$ cat config.mk
export PLATFORM = sky130hd
export DESIGN_NAME = relay_threshold_controller
export DESIGN_NICKNAME = d
export VERILOG_FILES = /design/src/core/relay_pkg.sv /design/src/core/relay_threshold_controller.sv
export VERILOG_INCLUDE_DIRS = /design/src /design/src/core
export SDC_FILE = /design/constraint.sdc
export NUM_CORES = 1
export LEC_CHECK = 0
export ABC_AREA = 1
export BUFFER_PORTS_ARGS = -buffer_cell sky130_fd_sc_hd__buf_2
export CAP_MARGIN = 20
export CORE_AREA = 2 2 164 166
export CTS_CLUSTER_DIAMETER = 100
export DETAILED_ROUTE_END_ITERATION = 6
export DIE_AREA = 0 0 166 168
export GPL_TIMING_DRIVEN = 0
export PLACE_DENSITY = 0.88
export SLEW_MARGIN = 10
export SYNTH_ARGS = -nofsm -noshare
export SYNTH_HDL_FRONTEND = slang
export SYNTH_SLANG_ARGS = --single-unit
$ cat constraint.sdc
create_clock -name mclk -period 4.8 [get_ports mclk]
set_clock_uncertainty 0.15 [all_clocks]
set_input_delay 0.48 -clock mclk [delete_from_list [all_inputs] [get_ports mclk]]
set_output_delay 0.48 -clock mclk [all_outputs]
set_load 0.005 [all_outputs]
$ cat src/core/relay_regs.svh
`ifndef RELAY_THRESHOLD_CONTROLLER_REGS_SVH
`define RELAY_THRESHOLD_CONTROLLER_REGS_SVH

// ==========================================
// sizes
`define RELAY_COUNT 2
`define CHAN_COUNT 4
`define CHAN_SEL_W 2
`define TEMP_W 24
`define MODE_W 3
`define STATUS_W 2

// ==========================================
// mode encodings
`define MODE_AUTO 3'h0
`define MODE_WITHIN 3'h1
`define MODE_MAN_ON 3'h3
`define MODE_MAN_OFF 3'h2
`define MODE_CONTROL 3'h6

// ==========================================
// status encodings
`define STAT_CLEAR 2'h0
`define STAT_HIGH 2'h1
`define STAT_LOW 2'h2
`define STAT_ON 2'h3

// ==========================================
// reset values
`define COND_RST 1'b0
`define RELAY_RST 1'b0

`endif

$ cat src/core/relay_pkg.sv
`include "relay_regs.svh"

package relay_pkg;

   // ==========================================
   // types
   typedef logic [`TEMP_W-1:0] temp_t;
   typedef logic [`CHAN_SEL_W-1:0] chan_sel_t;

   typedef enum logic [`MODE_W-1:0]
   {
      MODE_AUTO = `MODE_AUTO,
      MODE_WITHIN = `MODE_WITHIN,
      MODE_MAN_OFF = `MODE_MAN_OFF,
      MODE_MAN_ON = `MODE_MAN_ON,
      MODE_CONTROL = `MODE_CONTROL
   } relay_mode_e;

   typedef enum logic [`STATUS_W-1:0]
   {
      STAT_CLEAR = `STAT_CLEAR,
      high_condition_status = `STAT_HIGH,
      low_condition_status = `STAT_LOW,
      STAT_ON = `STAT_ON
   } relay_status_e;

   // one relay's configuration, written by panel, web or remote software
   typedef struct packed
   {
      chan_sel_t source;
      relay_mode_e mode;
      temp_t high_setpoint;
      temp_t low_setpoint;
      logic high_enable;
      logic low_enable;
      temp_t deadband;
   } relay_cfg_s;

   // one channel's sample as delivered by the measurement side
   typedef struct packed
   {
      temp_t temperature;
      logic valid;
      logic strobe;
   } chan_sample_s;

endpackage

$ cat src/core/relay_threshold_controller.sv
`include "relay_regs.svh"
`timescale 1ns/1ps
`default_nettype none

module relay_threshold_controller
#(
   parameter int RELAYS = `RELAY_COUNT,
   parameter int CHANNELS = `CHAN_COUNT
)
(
   input wire logic mclk,
   input wire logic rst,
   input wire relay_pkg::chan_sample_s chan [CHANNELS],
   input wire relay_pkg::relay_cfg_s cfg [RELAYS],
   input wire logic controlling,
   output var logic relay_drive [RELAYS],
   output var logic relay_lamp [RELAYS],
   output var relay_pkg::relay_status_e relay_status [RELAYS]
);
   import relay_pkg::*;

   // ==========================================
   // comparison helpers
   // sums are taken one bit wider so setpoint plus deadband never wraps,
   // and the lower bound is moved to the other side to avoid underflow

   function automatic logic above_band(
      input temp_t t,
      input temp_t sp,
      input temp_t db
   );
      logic [`TEMP_W:0] lim;
      lim = {1'b0, sp} + {1'b0, db};
      above_band = {1'b0, t} > lim;
   endfunction

   function automatic logic below_band(
      input temp_t t,
      input temp_t sp,
      input temp_t db
   );
      logic [`TEMP_W:0] lhs;
      lhs = {1'b0, t} + {1'b0, db};
      below_band = lhs < {1'b0, sp};
   endfunction

   // between the two edges of a band the previous state holds
   function automatic logic hold_state(
      input logic state,
      input logic set,
      input logic clr
   );
      hold_state = state ? !clr : set;
   endfunction

   // only the two comparing modes keep hysteresis state
   function automatic logic is_compare_mode(
      input relay_mode_e m
   );
      is_compare_mode = m == MODE_AUTO || m == MODE_WITHIN;
   endfunction

   // fail-safe window: a lost or bad reading opens the relay, so a
   // dead sensor stops the guarded process instead of leaving it on
   function automatic logic within_drive(
      input logic v,
      input logic hi,
      input logic lo
   );
      within_drive = v && !hi && !lo;
   endfunction

   // high wins when both conditions are latched at once
   function automatic relay_status_e auto_status(
      input logic hi,
      input logic lo
   );
      if (hi)
         auto_status = high_condition_status;
      else if (lo)
         auto_status = low_condition_status;
      else
         auto_status = STAT_CLEAR;
   endfunction

   // an assertion that is no temperature condition reports as on
   function automatic relay_status_e on_status(
      input logic on
   );
      on_status = on ? STAT_ON : STAT_CLEAR;
   endfunction

   // ==========================================
   // per-relay logic

   for (genvar r = 0; r < RELAYS; r++)
   begin : g_relay
      // ---------- source selection
      wire chan_sel_t sel = cfg[r].source;
      wire temp_t temp = chan[sel].temperature;
      // a source beyond a smaller channel count reads as an idle
      // channel, so a bad select can never latch a condition
      wire logic sel_ok = 32'(sel) < CHANNELS;
      wire logic valid = sel_ok && chan[sel].valid;
      wire logic sample = sel_ok && chan[sel].strobe;

      wire relay_mode_e mode = cfg[r].mode;
      wire temp_t hi_sp = cfg[r].high_setpoint;
      wire temp_t lo_sp = cfg[r].low_setpoint;
      wire temp_t db = cfg[r].deadband;
      wire logic hi_en = cfg[r].high_enable;
      wire logic lo_en = cfg[r].low_enable;

      // ---------- hysteresis state
      logic hi_cond_reg;
      logic hi_cond_next;
      logic lo_cond_reg;
      logic lo_cond_next;
      relay_mode_e mode_reg;

      // a mode change drops any condition latched under the old mode
      wire logic mode_changed = mode != mode_reg;
      wire logic compare_mode = is_compare_mode(mode);

      // ---------- band crossings
      // both edges are strict: a reading exactly on an edge of the
      // band changes nothing, which keeps a noisy reading from chatter
      wire logic hi_set = above_band(temp, hi_sp, db);
      wire logic hi_clr = below_band(temp, hi_sp, db);
      wire logic lo_set = below_band(temp, lo_sp, db);
      wire logic lo_clr = above_band(temp, lo_sp, db);

      wire logic hi_hold = hold_state(hi_cond_reg, hi_set, hi_clr);
      wire logic lo_hold = hold_state(lo_cond_reg, lo_set, lo_clr);

      // an invalid reading cannot prove either condition, so both drop
      wire logic hi_eval = hi_en && valid && hi_hold;
      wire logic lo_eval = lo_en && valid && lo_hold;

      // a condition may only move on a sample taken under a steady mode
      wire logic clear_cond = mode_changed || !compare_mode;

      always_comb
      begin
         hi_cond_next = hi_cond_reg;
         if (clear_cond)
            hi_cond_next = `COND_RST;
         else if (sample)
            hi_cond_next = hi_eval;
      end

      always_comb
      begin
         lo_cond_next = lo_cond_reg;
         if (clear_cond)
            lo_cond_next = `COND_RST;
         else if (sample)
            lo_cond_next = lo_eval;
      end

      always_ff @(posedge mclk)
      begin
         if (rst)
            hi_cond_reg <= `COND_RST;
         else
            hi_cond_reg <= hi_cond_next;
      end

      always_ff @(posedge mclk)
      begin
         if (rst)
            lo_cond_reg <= `COND_RST;
         else
            lo_cond_reg <= lo_cond_next;
      end

      // reset leaves the relay in manual-off so the first real mode
      // counts as a change and starts from clear hysteresis
      always_ff @(posedge mclk)
      begin
         if (rst)
            mode_reg <= MODE_MAN_OFF;
         else
            mode_reg <= mode;
      end

      // ---------- window validity
      // window needs the last sample valid; tracked per sample so a
      // stale valid flag between strobes does not open the window
      logic valid_reg;
      logic valid_next;

      always_comb
      begin
         valid_next = valid_reg;
         if (mode_changed)
            valid_next = `COND_RST;
         else if (sample)
            valid_next = valid;
      end

      always_ff @(posedge mclk)
      begin
         if (rst)
            valid_reg <= `COND_RST;
         else
            valid_reg <= valid_next;
      end

      // ---------- mode outputs
      wire logic any_cond = hi_cond_next || lo_cond_next;
      wire logic auto_out = any_cond;
      // inverse of threshold operation, gated by a valid reading
      wire logic within_out =
         within_drive(valid_next, hi_cond_next, lo_cond_next);

      logic drive_next;
      relay_status_e status_next;

      always_comb
      begin
         drive_next = `RELAY_RST;
         status_next = STAT_CLEAR;
         unique case (mode)
            MODE_AUTO:
            begin
               drive_next = auto_out;
               status_next = auto_status(hi_cond_next,
                  lo_cond_next);
            end
            MODE_WITHIN:
            begin
               drive_next = within_out;
               status_next = on_status(within_out);
            end
            MODE_MAN_ON:
            begin
               drive_next = 1'b1;
               status_next = STAT_ON;
            end
            MODE_MAN_OFF:
            begin
               drive_next = 1'b0;
               status_next = STAT_CLEAR;
            end
            MODE_CONTROL:
            begin
               // follows the regulating flag with one register of delay
               drive_next = controlling;
               status_next = on_status(controlling);
            end
            default:
            begin
               // an unused mode code keeps the relay safely clear
               drive_next = `RELAY_RST;
               status_next = STAT_CLEAR;
            end
         endcase
      end

      // ---------- output registers
      // drive and lamp share one next value and status comes from the same
      // case, so no reader can ever see them disagree
      always_ff @(posedge mclk)
      begin
         if (rst)
            relay_drive[r] <= `RELAY_RST;
         else
            relay_drive[r] <= drive_next;
      end

      // the lamp has a flop of its own so the lamp load never sits on
      // the relay driver net
      always_ff @(posedge mclk)
      begin
         if (rst)
            relay_lamp[r] <= `RELAY_RST;
         else
            relay_lamp[r] <= drive_next;
      end

      // panel, web and remote readers all tap this one register
      always_ff @(posedge mclk)
      begin
         if (rst)
            relay_status[r] <= STAT_CLEAR;
         else
            relay_status[r] <= status_next;
      end
   end

endmodule

`default_nettype wire

# Yosys cells after proc, flatten, opt, wreduce, memory -nomap -nowiden
# Index checks and enable logic that the tools add are counted.
dict set report classes {
  order_cmp 10
  eq_ne 8
  reduce_logical 30
  addsub 6
  n_bitwise 2
  mux 33
}
# operator count
set ops {}
lappend ops {{adder 24 x 24 -> 25 bit} 6}
lappend ops {{binary-select mux 26 bit (select 2 bit)} 2}
lappend ops {{two-way mux 26 bit} 4}
lappend ops {{> comparator 24 x 25 -> 1 bit} 4}
lappend ops {{less-than comparator 25 x 24 -> 1 bit} 4}
lappend ops {{two-way mux 1 bit} 16}
lappend ops {{case mux 2 bit (4 select lines)} 2}
lappend ops {{two-way mux 2 bit} 7}
lappend ops {{logical AND 1 bit} 12}
lappend ops {{logical NOT 1 bit} 10}
lappend ops {{case mux 1 bit (4 select lines)} 2}
lappend ops {{== test 3 x 1 -> 1 bit (second input constant)} 2}
lappend ops {{== test 3 x 2 -> 1 bit (second input constant)} 2}
lappend ops {{== test 3 bit (second input constant)} 2}
lappend ops {{greater-or-equal comparator 3 bit (second input constant)} 2}
lappend ops {{logical NOT 3 bit} 2}
lappend ops {{logical OR 1 bit} 6}
lappend ops {{!= test 3 bit} 2}
lappend ops {{inverter 2 -> 3 bit} 2}
dict set report totals {
  input_bits 265
  reg_bits 18
  elab_cells 101
}

# Longest topological paths before layout
# Gate-level depths: netlist of run 1.
dict set report logic_depth {
  word_depth 16
  ltp_mapped 38
  mapped_depth_nobuf 36
}

# Worst setup path before layout of run 1
# OpenSTA, ideal clock, no wires.
dict set report synth_timing {
  path_type {input-to-reg}
  from {input cfg[77] in the netlist's numbering}
  to {register relay_status[0] in the netlist's numbering}
  arrival_ns 4.302
  n_path_buf 3
  setup_slack_ns 0.230
  stages 37
  path_cell_list {buf_4 -> inv_4 -> clkbuf_1 -> clkbuf_1 -> nor2_1 -> o22ai_1 -> ha_1 -> nand2_1 -> inv_1 -> nand4_1 -> o211ai_1 -> a21oi_1 -> o21ai_1 -> a21boi_0 -> inv_1 -> a21oi_1 -> xnor2_1 -> ha_1 -> nand2_1 -> nor2_1 -> nand4_1 -> nor2_1 -> nand2_1 -> nand2_1 -> nand2_1 -> nand2_1 -> nand2_1 -> nand2_1 -> nand2_1 -> nand2_1 -> nand2_1 -> nand2_1 -> nand2_2 -> nand3_2 -> nand2_1 -> nand2_1 -> o21ai_1}
}
dict set report synth_via {
  elab_chain_cells 16
  elab_cells_between_ends 30
  cone_classes {add/sub (1); order compare (4); mux (14); bitwise (1); reduce/logical (10)}
}
# element line
set synth_rtl {}
lappend synth_rtl {{from (decl)} relay_threshold_controller.sv:14} ;# input wire relay_pkg::relay_cfg_s cfg [RELAYS],
lappend synth_rtl {{inverter 2 -> 3 bit (implied by the code) (*)} {relay_threshold_controller.sv:100, relay_threshold_controller.sv:104, relay_threshold_controller.sv:105}}
lappend synth_rtl {{binary-select mux 26 bit (select 2 bit) (*)} {relay_threshold_controller.sv:100, relay_threshold_controller.sv:104, relay_threshold_controller.sv:105}}
lappend synth_rtl {{two-way mux 26 bit (implied by the code) (*) (2 in a row)} relay_threshold_controller.sv:105} ;# wire logic sample = sel_ok && chan[sel].strobe;
lappend synth_rtl {{adder 24 x 24 -> 25 bit} relay_threshold_controller.sv:43} ;# lhs = {1'b0, t} + {1'b0, db};
lappend synth_rtl {{less-than comparator 25 x 24 -> 1 bit} relay_threshold_controller.sv:44} ;# below_band = lhs < {1'b0, sp};
lappend synth_rtl {{logical NOT 1 bit} relay_threshold_controller.sv:53} ;# hold_state = state ? !clr : set;
lappend synth_rtl {{two-way mux 1 bit} relay_threshold_controller.sv:53}
lappend synth_rtl {{logical AND 1 bit} relay_threshold_controller.sv:137} ;# wire logic hi_eval = hi_en && valid && hi_hold;
lappend synth_rtl {{two-way mux 1 bit} relay_threshold_controller.sv:148} ;# else if (sample)
lappend synth_rtl {{two-way mux 1 bit} relay_threshold_controller.sv:146} ;# if (clear_cond)
lappend synth_rtl {{logical NOT 1 bit} relay_threshold_controller.sv:70} ;# within_drive = v && !hi && !lo;
lappend synth_rtl {{logical AND 1 bit (2 in a row)} relay_threshold_controller.sv:70}
lappend synth_rtl {{two-way mux 2 bit} relay_threshold_controller.sv:90} ;# on_status = on ? STAT_ON : STAT_CLEAR;
lappend synth_rtl {{case mux 2 bit (4 select lines) (*)} relay_threshold_controller.sv:224} ;# unique case (mode)
lappend synth_rtl {{to (signal, indexed assignment)} relay_threshold_controller.sv:288} ;# relay_status[r] <= status_next;
lappend synth_rtl {{to (decl)} relay_threshold_controller.sv:18} ;# output var relay_pkg::relay_status_e relay_status [RELAYS]
# Every way passes the cells marked *; elsewhere a longest branch is shown, timed or not. The select of a mux whose other input is x is not followed.
# A chain may end at the register's enable or synchronous reset.

# Worst setup path after layout of run 1
# Same ends and word-level chain as after synthesis.

==> impl_metrics.toml, run 1 <==
[drt]
wl_per_cell_um = 16.6
ant_nets = 0
firstDrtPassIters = 7
vias = 16600
vias_per_cell = 5.79
wl_um = 47800
drt_drc_violations_left = 2
drt_iter0_markers = 1207

[global_route]
overflow = 0
grt_max_degree = 13
grt_use_total_pct = 32.2
first_global_vias = 16100
grt_first_pass_wirelength_um = 74800
antenna_found_initial = 14

[die]
die_w_um = 166
die_area_um2 = 27900
io_pins = 273
num_rows = 60
core-area_um2 = 26400
start_util_pct = 51.9
die_y_um = 168

[timing]
fin_hold_ws_ns = 0.367
drv_slew = 0
finalSetupViolCount = 0
fin_crit_ns = 4.61
worst_slew_pin_slew_ns = 0.590
clock.fmax_mhz = 217
slew_headroom_pct = 60.7
hold_viol = 0
timing.final.crit_share_pct = 96.0

[setup_path]
setup.worst_path.end_class = "register"
worstPathRequired_ns = 4.79
startpoint_type = "input port"
reg2regPathDepth = 10
r2r_start = "g_relay[0].mode_reg[0]"
worst_path_max_delay_cell = "o22ai_2"
cp_common_cell = "nand2_1"
cp_max_fo = 10
crit_type = "in2reg"
arrival_ns = 4.60
r2r_slack_ns = 3.09
slowest_delay_ns = 0.33
rr_endpoint = "relay_lamp[1]"

[outcome]
violations = "design-rule violations"
status = "complete, but fails checks"

[clocking]
clock-sinks = 18
h-tree-depth = 1
tritoncts = "done"
clkLatencyLatePin_ns = 0.25
cts-root-buf = "clkbuf_16"
clk_pin_slew_ns = 0.05
tritoncts.num_buffers = 3
cts_buffer_depth = 2
postCtsHoldBufs = 0

[placed_design]
dpl_cell_area_um2 = 15500
gp_routability_congestion = 1.01
post-place-cells = 2827
io_buffers = 270
hpwlAfterDp_um = 40900

[final_layout]
fin_cells = 2873
stdcell_area_um2 = 16500
layout-drive-gt1-share_pct = 18.4
area_growth_pct = 20.9
nets = 3127
largest_register_ff_count = 6
fillers = 2481
utilization_pct = 62.8

[power_and_ir_drop]
power_w = 0.00321
vdd_drop_max_mv = 0.121
p_per_area_nw_per_um2 = 194
p_leak_nw = 8.92

[min_path]
worstHoldPathType = "in2reg"
min_to = "g_relay[1].mode_reg[1]"
worstHoldPathCells = 3
min_from = "cfg[75]"

[logic_synthesis]
ys_seq_elements = 18
synth.distinct_cells = 52
yosys.area.top_type = "ha_1"
synthCells = 2216
synth_ff_type = "dfxtp_1"
seq_area_frac_synth_pct = 2.63
async_flop_share_pct = 0
synth_nets = 2819
synth_area_per_cell_um2 = 6.18
synth_top_area_share_pct = 30.4
synth_edf_count = 0
synth_area_leaders = "ha_1 30%, nand2_1 13%, a21oi_1 8.2%"
ys_warn_count = 0
synth_area_um2 = 13700

[job]
maxCapViolations = 0
-- cell families after synthesis --
kind of cell / after synthesis / share of synthesized area (%)
XOR/XNOR: 134 / 8.58
AND/OR/NAND/NOR: 857 / 25.9
flip-flops: 18 / 2.63
adder cells (fa/ha/maj): 338 / 31.2
buffers and inverters: 331 / 9.21
AO/OA/AOI/OAI: 538 / 22.5
-- critical path, delay by kind of cell --
family                     cells  cell delay [ns]
adders and majority gates      2             0.55
AOI/OAI and AO/OA              7             1.32
xor gates and xnor gates       1             0.09
buffers and inverters          6             0.57
and+or+nand+nor               21             1.55
-- what timing repair did --
| item | 4_1_cts | 5_1_grt |
|---|---|---|
| gates cloned | 0 | 1 |
| resized for setup | 59 | 136 |
| pin swaps | 6 | 39 |
| setup buffers | 3 | 31 |
| setup endpoints to repair | 10 | 10 |
-- per-stage QoR --
| stage | worst slack, ns | TNS, ns |
|---|---|---|
| after floorplan | 0.230 | 0 |
| after global placement | -1.04 | -9.11 |
| after detailed placement | -1.19 | -10.00 |
| after CTS | 0.00262 | 0 |
| after global routing | -0.0602 | -0.184 |
| final | 0.191 | 0 |
-- cells in the mapped netlist (15+ instances only) --
library cell,n
inv_1,288
ha_1,332
nand2_1,477
a21oi_1,223
o22ai_1,43
xnor2_1,65
nor3_1,31
nand4_1,24
dfxtp_1,18
nor2_1,218
o21ai_1,17
xor2_1,69
o21ai_0,146
a21o_1,15
a31oi_1,16
nand3_1,62
clkbuf_1,26
-- layer usage --
| layer | vias up | part of all wire, % | GRT usage [%] | wire length, um |
|---|---|---|---|---|
| met5 | - | 0.12 | 0 | 56 |
| met4 | 8 | 5.4 | 15.0 | 2600 |
| met3 | 178 | 7.4 | 4.30 | 3520 |
| met2 | 728 | 48 | 58.2 | 22800 |
| met1 | 7555 | 39 | 37.6 | 18800 |
| li1 | 8171 | - | - | - |
-- how the worst max path moves through the flow --
stage	to	from	depth (start not counted)	slack, ns
finish	relay_status[0]	cfg[77]	37	0.19
global route	relay_lamp[0]	cfg[77]	35	-0.06
CTS	relay_lamp[1]	cfg[156]	32	0.003
detailed placement	relay_status[0]	cfg[77]	37	-1.19
global placement	relay_status[0]	cfg[77]	37	-1.04
floorplan	relay_status[0]	cfg[77]	37	0.23
-- power by group --
| part | internal, W | switching (W) |
|---|---|---|
| sequential | 0.000154 | 0.00000168 |
| clock | 0.000109 | 0.0000527 |
| combinational | 0.00117 | 0.00172 |
| total | 0.00144 | 0.00177 |
-- layout make-up --
type,count,area (um^2),area share [%]
repair buffers,305,1630,9.87
inverters,296,1140,6.91
clock buffers,3,75.1,0.454
diodes,10,25.0,0.151
multi-input cells,1867,12600,76.1
flip-flops and latches,18,360,2.18
plain buffers,33,289,1.75
well taps,341,427,2.58
-- layout by cell type, fill, tap and decap left out, types with 5 or more instances in the layout --
| master | synthesis | layout |
|---|---|---|
| o22ai_1 | 43 | 19 |
| nand4_1 | 24 | 24 |
| o22ai_2 | 0 | 22 |
| dfxtp_1 | 18 | 18 |
| diode_2 | 0 | 10 |
| o21ai_1 | 17 | 24 |
| o21a_1 | 7 | 7 |
| o21ai_0 | 146 | 137 |
| nand3_2 | 4 | 5 |
| a211oi_1 | 6 | 5 |
| a21oi_1 | 223 | 214 |
| o211ai_1 | 6 | 6 |
| xor2_1 | 69 | 68 |
| nand3b_1 | 13 | 13 |
| ha_1 | 332 | 318 |
| o21bai_1 | 12 | 10 |
| inv_1 | 288 | 287 |
| a31oi_1 | 16 | 15 |
| nand2_2 | 7 | 11 |
| buf_2 | 3 | 272 |
| buf_4 | 3 | 36 |
| inv_2 | 7 | 5 |
| xnor2_1 | 65 | 64 |
| nand2_1 | 477 | 472 |
| nor3_1 | 31 | 30 |
| nand3_1 | 62 | 61 |
| nor2_1 | 218 | 217 |
| clkbuf_2 | 0 | 7 |
| a21o_1 | 15 | 15 |
| nor4_1 | 9 | 7 |
| buf_6 | 0 | 6 |
| clkbuf_4 | 0 | 7 |
| ha_4 | 0 | 11 |
| o21ai_2 | 10 | 11 |
| a21oi_2 | 10 | 18 |
Note: power is estimated with default switching activity, not from simulation.
==> inputs of run 2 (changes only) <==
--- a/config.mk
+++ b/config.mk
@@ -7,14 +7,16 @@
 export NUM_CORES = 1
 export LEC_CHECK = 0
 export ABC_AREA = 1
+export ABC_CLOCK_PERIOD_IN_PS = 4600
 export BUFFER_PORTS_ARGS = -buffer_cell sky130_fd_sc_hd__buf_2
 export CAP_MARGIN = 20
-export CORE_AREA = 2 2 164 166
+export CORE_AREA = 2 2 156 158
+export CTS_BUF_LIST = sky130_fd_sc_hd__clkbuf_16
 export CTS_CLUSTER_DIAMETER = 100
 export DETAILED_ROUTE_END_ITERATION = 6
-export DIE_AREA = 0 0 166 168
+export DIE_AREA = 0 0 158 160
 export GPL_TIMING_DRIVEN = 0
-export PLACE_DENSITY = 0.88
+export PLACE_DENSITY = 0.92
 export SLEW_MARGIN = 10
 export SYNTH_ARGS = -nofsm -noshare
 export SYNTH_HDL_FRONTEND = slang
==> constraint.sdc (replaced) <==
create_clock -name mclk -period 4.6 [get_ports mclk]
set_clock_uncertainty 0.15 [all_clocks]
set_input_delay 0.46 -clock mclk [delete_from_list [all_inputs] [get_ports mclk]]
set_output_delay 0.46 -clock mclk [all_outputs]
set_load 0.005 [all_outputs]
==> run 2 against run 1 <==
Effect of this change:
- the flow now finishes without violations
- combinational power is 11% higher
- die area decreased by 9.4%
- largest power group unchanged
- via count is 2.0% higher
- sequential power rose by 4%
- first-iteration DRC count rose by 14%
- critical path type unchanged
- power is 11% higher
- design area rose by 2.8%
- global-route usage grew 3.5 points
- register-to-register slack lost 0.26 ns
- non-clock buffer count increased by 25
- flip-flop and latch count unchanged
- clock power grew 8%
==> impl_metrics.toml, run 2 (synthesized netlist as in run 1, its figures left out) <==
[min_path]
worstHoldPathType = "in2reg"
worstHoldPathCells = 2
min_from = "rst"

[die]
core-area_um2 = 23800
io_pins = 273
num_rows = 57
die_y_um = 160
die_w_um = 158
die_area_um2 = 25300
start_util_pct = 57.5

[final_layout]
nets = 3152
multiInputGateArea_um2 = 12800
layout-drive-gt1-share_pct = 21.4
layout_commonest_cell = "nand2_1"
fillers = 2087
area_growth_pct = 24.3
largest_register_ff_count = 6
ff_latch_area_um2 = 360
final_cell_mix = "459 x nand2_1, 317 x ha_1, 281 x inv_1"

[clocking]
clkLatencyLatePin_ns = 0.25
tritoncts = "done"
clk_pin_slew_ns = 0.05
cts-root-buf = "clkbuf_16"
tritoncts.num_buffers = 3
postCtsHoldBufs = 0
clock-sinks = 18
cts_buffer_depth = 2
h-tree-depth = 1

[power_and_ir_drop]
p_per_area_nw_per_um2 = 208
vdd_drop_max_mv = 0.128
p_leak_nw = 9.10
power_w = 0.00354

[setup_path]
slowest_delay_ns = 0.31
arrival_ns = 4.58
reg2regPathDepth = 10
worst_path_max_delay_cell = "ha_1"
worstPathRequired_ns = 4.59
setup.worst_path.end_class = "register"
cp_max_fo = 11
startpoint_type = "input port"
r2r_start = "g_relay[0].mode_reg[2]"
crit_type = "in2reg"
cp-startpoint = "cfg[78]"

[drt]
drt_iter0_markers = 1374
vias_per_cell = 5.89
ant_nets = 0
firstDrtPassIters = 6
drt_drc_violations_left = 0
vias = 17000
wl_um = 50100
wl_per_cell_um = 17.4

[job]
maxCapViolations = 0

[timing]
fin_crit_ns = 4.59
timing.final.crit_share_pct = 99.8
clock.fmax_mhz = 218
worst_slew_pin_slew_ns = 0.584
fin_hold_ws_ns = 0.347
hold_viol = 0
drv_slew = 0
rsz0062_at_grt = "yes"
finalSetupViolCount = 0
slew_headroom_pct = 61.1

[placed_design]
io_buffers = 270
hpwlAfterDp_um = 40300
gp_routability_congestion = 0.972

[outcome]
status = "finished, final reports clean"

[global_route]
grt_use_total_pct = 35.6
antenna_found_initial = 12
grt_first_pass_wirelength_um = 73500
first_global_vias = 16000
grt_max_degree = 13
overflow = 0
-- run 2: worst paths after layout --
path,end,slack (ns)
setup / recovery,relay_status[0],0.007
hold / removal,g_relay[0].mode_reg[1],0.35
setup reg to reg,relay_lamp[1],2.83
hold reg to reg,g_relay[0].valid_reg,0.41
-- run 2: area by class of cell --
type,instances,share of cell area (%)
multi-input combinational,1867,75.4
timing repair buffer,330,10.9
inverter,296,6.74
tap,324,2.38
sequential,18,2.12
buffer,33,1.84
clock buffer,3,0.441
antenna,10,0.147
-- run 2: repair_timing --
action | CTS | global route
pin swaps | 12 | 76
hold endpoints to repair | 0 | 0
cloned | 0 | 3
resized for setup | 75 | 188
setup endpoints to repair | 10 | 10
setup buffers | 7 | 50
-- run 2: stage by stage --
step	area (um^2)	instances	util, %	setup TNS (ns)	setup slack [ns]
final	17000	2881	71.4	0	0.00717
after global routing	17000	2877	71.4	-0.615	-0.132
after CTS	15900	2818	66.6	-0.000953	-0.000953
after detailed placement	15400	2810	64.8	-10.09	-1.15
after global placement	15400	2810	64.8	-9.24	-1.07
after floorplan	13700	2216	-	0	0.0502
-- run 2: critical path: cells and delay by family --
family | cells | cell delay, ns
compound gates | 7 | 1.12
xor+xnor | 1 | 0.10
fa+ha+maj | 2 | 0.60
buf+inv | 4 | 0.51
simple gates | 21 | 1.78
-- run 2: where the power goes --
part	total, W	switching [W]	internal [W]
Sequential	0.000163	0.00000190	0.000161
Combinational	0.00321	0.00190	0.00131
Clock	0.000175	0.0000609	0.000114
Total	0.00354	0.00196	0.00158
-- run 2: metal layers --
layer	GRT usage (%)	share of wire, %	vias to the layer above
li1	-	-	8218
met1	41.1	38	7740
met2	65.3	49	831
met3	4.40	8.5	180
met4	14.9	4.9	8
met5	0	0.11	-
==> inputs of run 3 (changes only) <==
--- a/config.mk
+++ b/config.mk
@@ -16,7 +16,7 @@
 export DETAILED_ROUTE_END_ITERATION = 6
 export DIE_AREA = 0 0 158 160
 export GPL_TIMING_DRIVEN = 0
-export PLACE_DENSITY = 0.92
+export PLACE_DENSITY_LB_ADDON = 0.1
 export SLEW_MARGIN = 10
 export SYNTH_ARGS = -nofsm -noshare
 export SYNTH_HDL_FRONTEND = slang
==> run 3 against run 2 <==
Effect of this change:
- the run now ends with negative setup slack left
- sequential share of layout area about the same
- critical path type unchanged
- flip-flop and latch count unchanged
- fmax decreased by 0.24%
==> impl_metrics.toml, run 3 (synthesized netlist as in run 1, its figures left out) <==
[outcome]
status = "complete, but fails checks"
violations = "negative setup slack"

[timing]
timing.final.crit_share_pct = 100
finalSetupTns_ns = -0.00396
drv_slew = 0
fin_crit_ns = 4.60
hold_viol = 0
rsz0062_at_grt = "yes"
finalSetupViolCount = 1
slew_headroom_pct = 60.3
clock.fmax_mhz = 217
worst_slew_pin_slew_ns = 0.595
worst_slack_ns = -0.00396

[min_path]
worstHoldPathType = "in2reg"
min_from = "cfg[155]"

[setup_path]
cp-startpoint = "cfg[77]"
worstPathRequired_ns = 4.59
arrival_ns = 4.59
startpoint_type = "input port"
crit_type = "in2reg"
setup.worst_path.end_class = "register"
cp_max_fo = 7
r2r_start = "g_relay[0].mode_reg[0]"

[drt]
vias_per_cell = 5.82
drt_drc_violations_left = 0
firstDrtPassIters = 7
wl_um = 49600
drt_iter0_markers = 1218
vias = 16700
ant_nets = 0
wl_per_cell_um = 17.3

[clocking]
clk_pin_slew_ns = 0.05
tritoncts = "done"
h-tree-depth = 1
tritoncts.num_buffers = 3
cts-root-buf = "clkbuf_16"
clkLatencyLatePin_ns = 0.25
cts_buffer_depth = 2
clock-sinks = 18

[power_and_ir_drop]
switching_power_w = 0.00193
clkPwrFrac_pct = 4.9
pwr-share-comb_pct = 90.4
p_leak_nw = 9.08
sequentialPowerShare_pct = 4.7
p_int_w = 0.00156
switching_share_pct = 55.3
vdd_drop_max_mv = 0.128
p_per_area_nw_per_um2 = 207

[global_route]
grt_use_total_pct = 36.3
first_global_vias = 15900
antenna_found_initial = 14
grt_first_pass_wirelength_um = 74300
grt_max_degree = 13
overflow = 0

[final_layout]
largest_register_ff_count = 6
fillers = 2181
area_growth_pct = 23.6
utilization_pct = 71.0
nets = 3146
layout_commonest_cell = "nand2_1"
layout-drive-gt1-share_pct = 20.7
final_cell_mix = "459 x nand2_1, 317 x ha_1, 286 x inv_1"

[die]
num_rows = 57
io_pins = 273
die_area_um2 = 25300
die_w_um = 158
die_y_um = 160
start_util_pct = 57.5
core-area_um2 = 23800

[placed_design]
hpwlAfterDp_um = 40800
gp_routability_congestion = 1.01
io_buffers = 270

[job]
maxCapViolations = 0
run 3: area by class of cell:
class / count / area [um^2] / share of cell area [%]
plain buffers: 33 / 305 / 1.80
diodes: 11 / 27.5 / 0.163
multi-input cells: 1867 / 12800 / 75.6
well taps: 324 / 405 / 2.40
inverters: 296 / 1140 / 6.71
clock buffers: 3 / 75.1 / 0.444
flip-flops and latches: 18 / 360 / 2.13
repair buffers: 324 / 1820 / 10.8
run 3: routing by layer:
layer,track usage (%),share of wire (%),vias up
li1,-,-,8213
met1,42.1,39,7651
met2,65.7,49,694
met3,3.64,6.3,165
met4,18.1,5.8,8
met5,0,0.12,-
run 3: worst max-delay path, cell delays in order:
cell	delay, ns
buf_12	0.13
clkinv_8	0.06
buf_8	0.13
buf_8	0.12
buf_4	0.11
nor2_1	0.05
o22ai_1	0.45
ha_1	0.39
nand2_1	0.16
nor2_1	0.08
nand3_1	0.09
o2111ai_1	0.19
a21oi_1	0.36
o21ai_2	0.14
xor2_1	0.22
ha_1	0.26
nand2_1	0.08
nor2_1	0.06
a211oi_1	0.27
nand2_1	0.15
nand2_1	0.09
nand2_1	0.06
nand2_1	0.09
nand3_2	0.11
nand3_2	0.10
nand2_1	0.06
nand2_2	0.07
o21ai_2	0.05
run 3: what timing repair did:
item | 4_1_cts | 5_1_grt
endpoints found under the setup margin | 10 | 10
pin swaps | 11 | 73
setup buffers | 6 | 45
hold buffers | 0 | 0
cloned | 0 | 3
gates resized for setup | 77 | 169
hold endpoints to repair | 0 | 0
run 3: power by group through the flow:
stage / Sequential [W] / Clock (W) / Combinational [W]
final: 0.000163 / 0.000173 / 0.00316
after global routing: 0.000163 / 0.000184 / 0.00355
after CTS: 0.000163 / 0.000173 / 0.00285
after detailed placement: 0.000166 / 0 / 0.00278
after global placement: 0.000166 / 0 / 0.00268
after floorplan: 0.000166 / 0 / 0.00202
run 3: path summary, 6_finish.rpt:
kind	to	slack (ns)	cells after the start
worst min-delay path	g_relay[0].mode_reg[2]	0.35	3
worst min register to register	g_relay[1].valid_reg	0.39	2
worst max-delay path	relay_status[0]	-0.004	28
worst max register to register	relay_lamp[1]	2.84	10
run 3: stage by stage:
step           std cells  area (um^2)  power, W  worst slack [ns]  hold WS (ns)
6_report            2876        16900   0.00349          -0.00396         0.349
5_1_grt             2875        16900   0.00389            -0.192         0.343
4_1_cts             2817        15900   0.00318          0.000282         0.347
3_5_place_dp        2810        15400   0.00294             -1.21         0.374
3_3_place_gp        2810        15400   0.00284             -1.17         0.359
2_1_floorplan       2216        13700   0.00218            0.0502         0.344
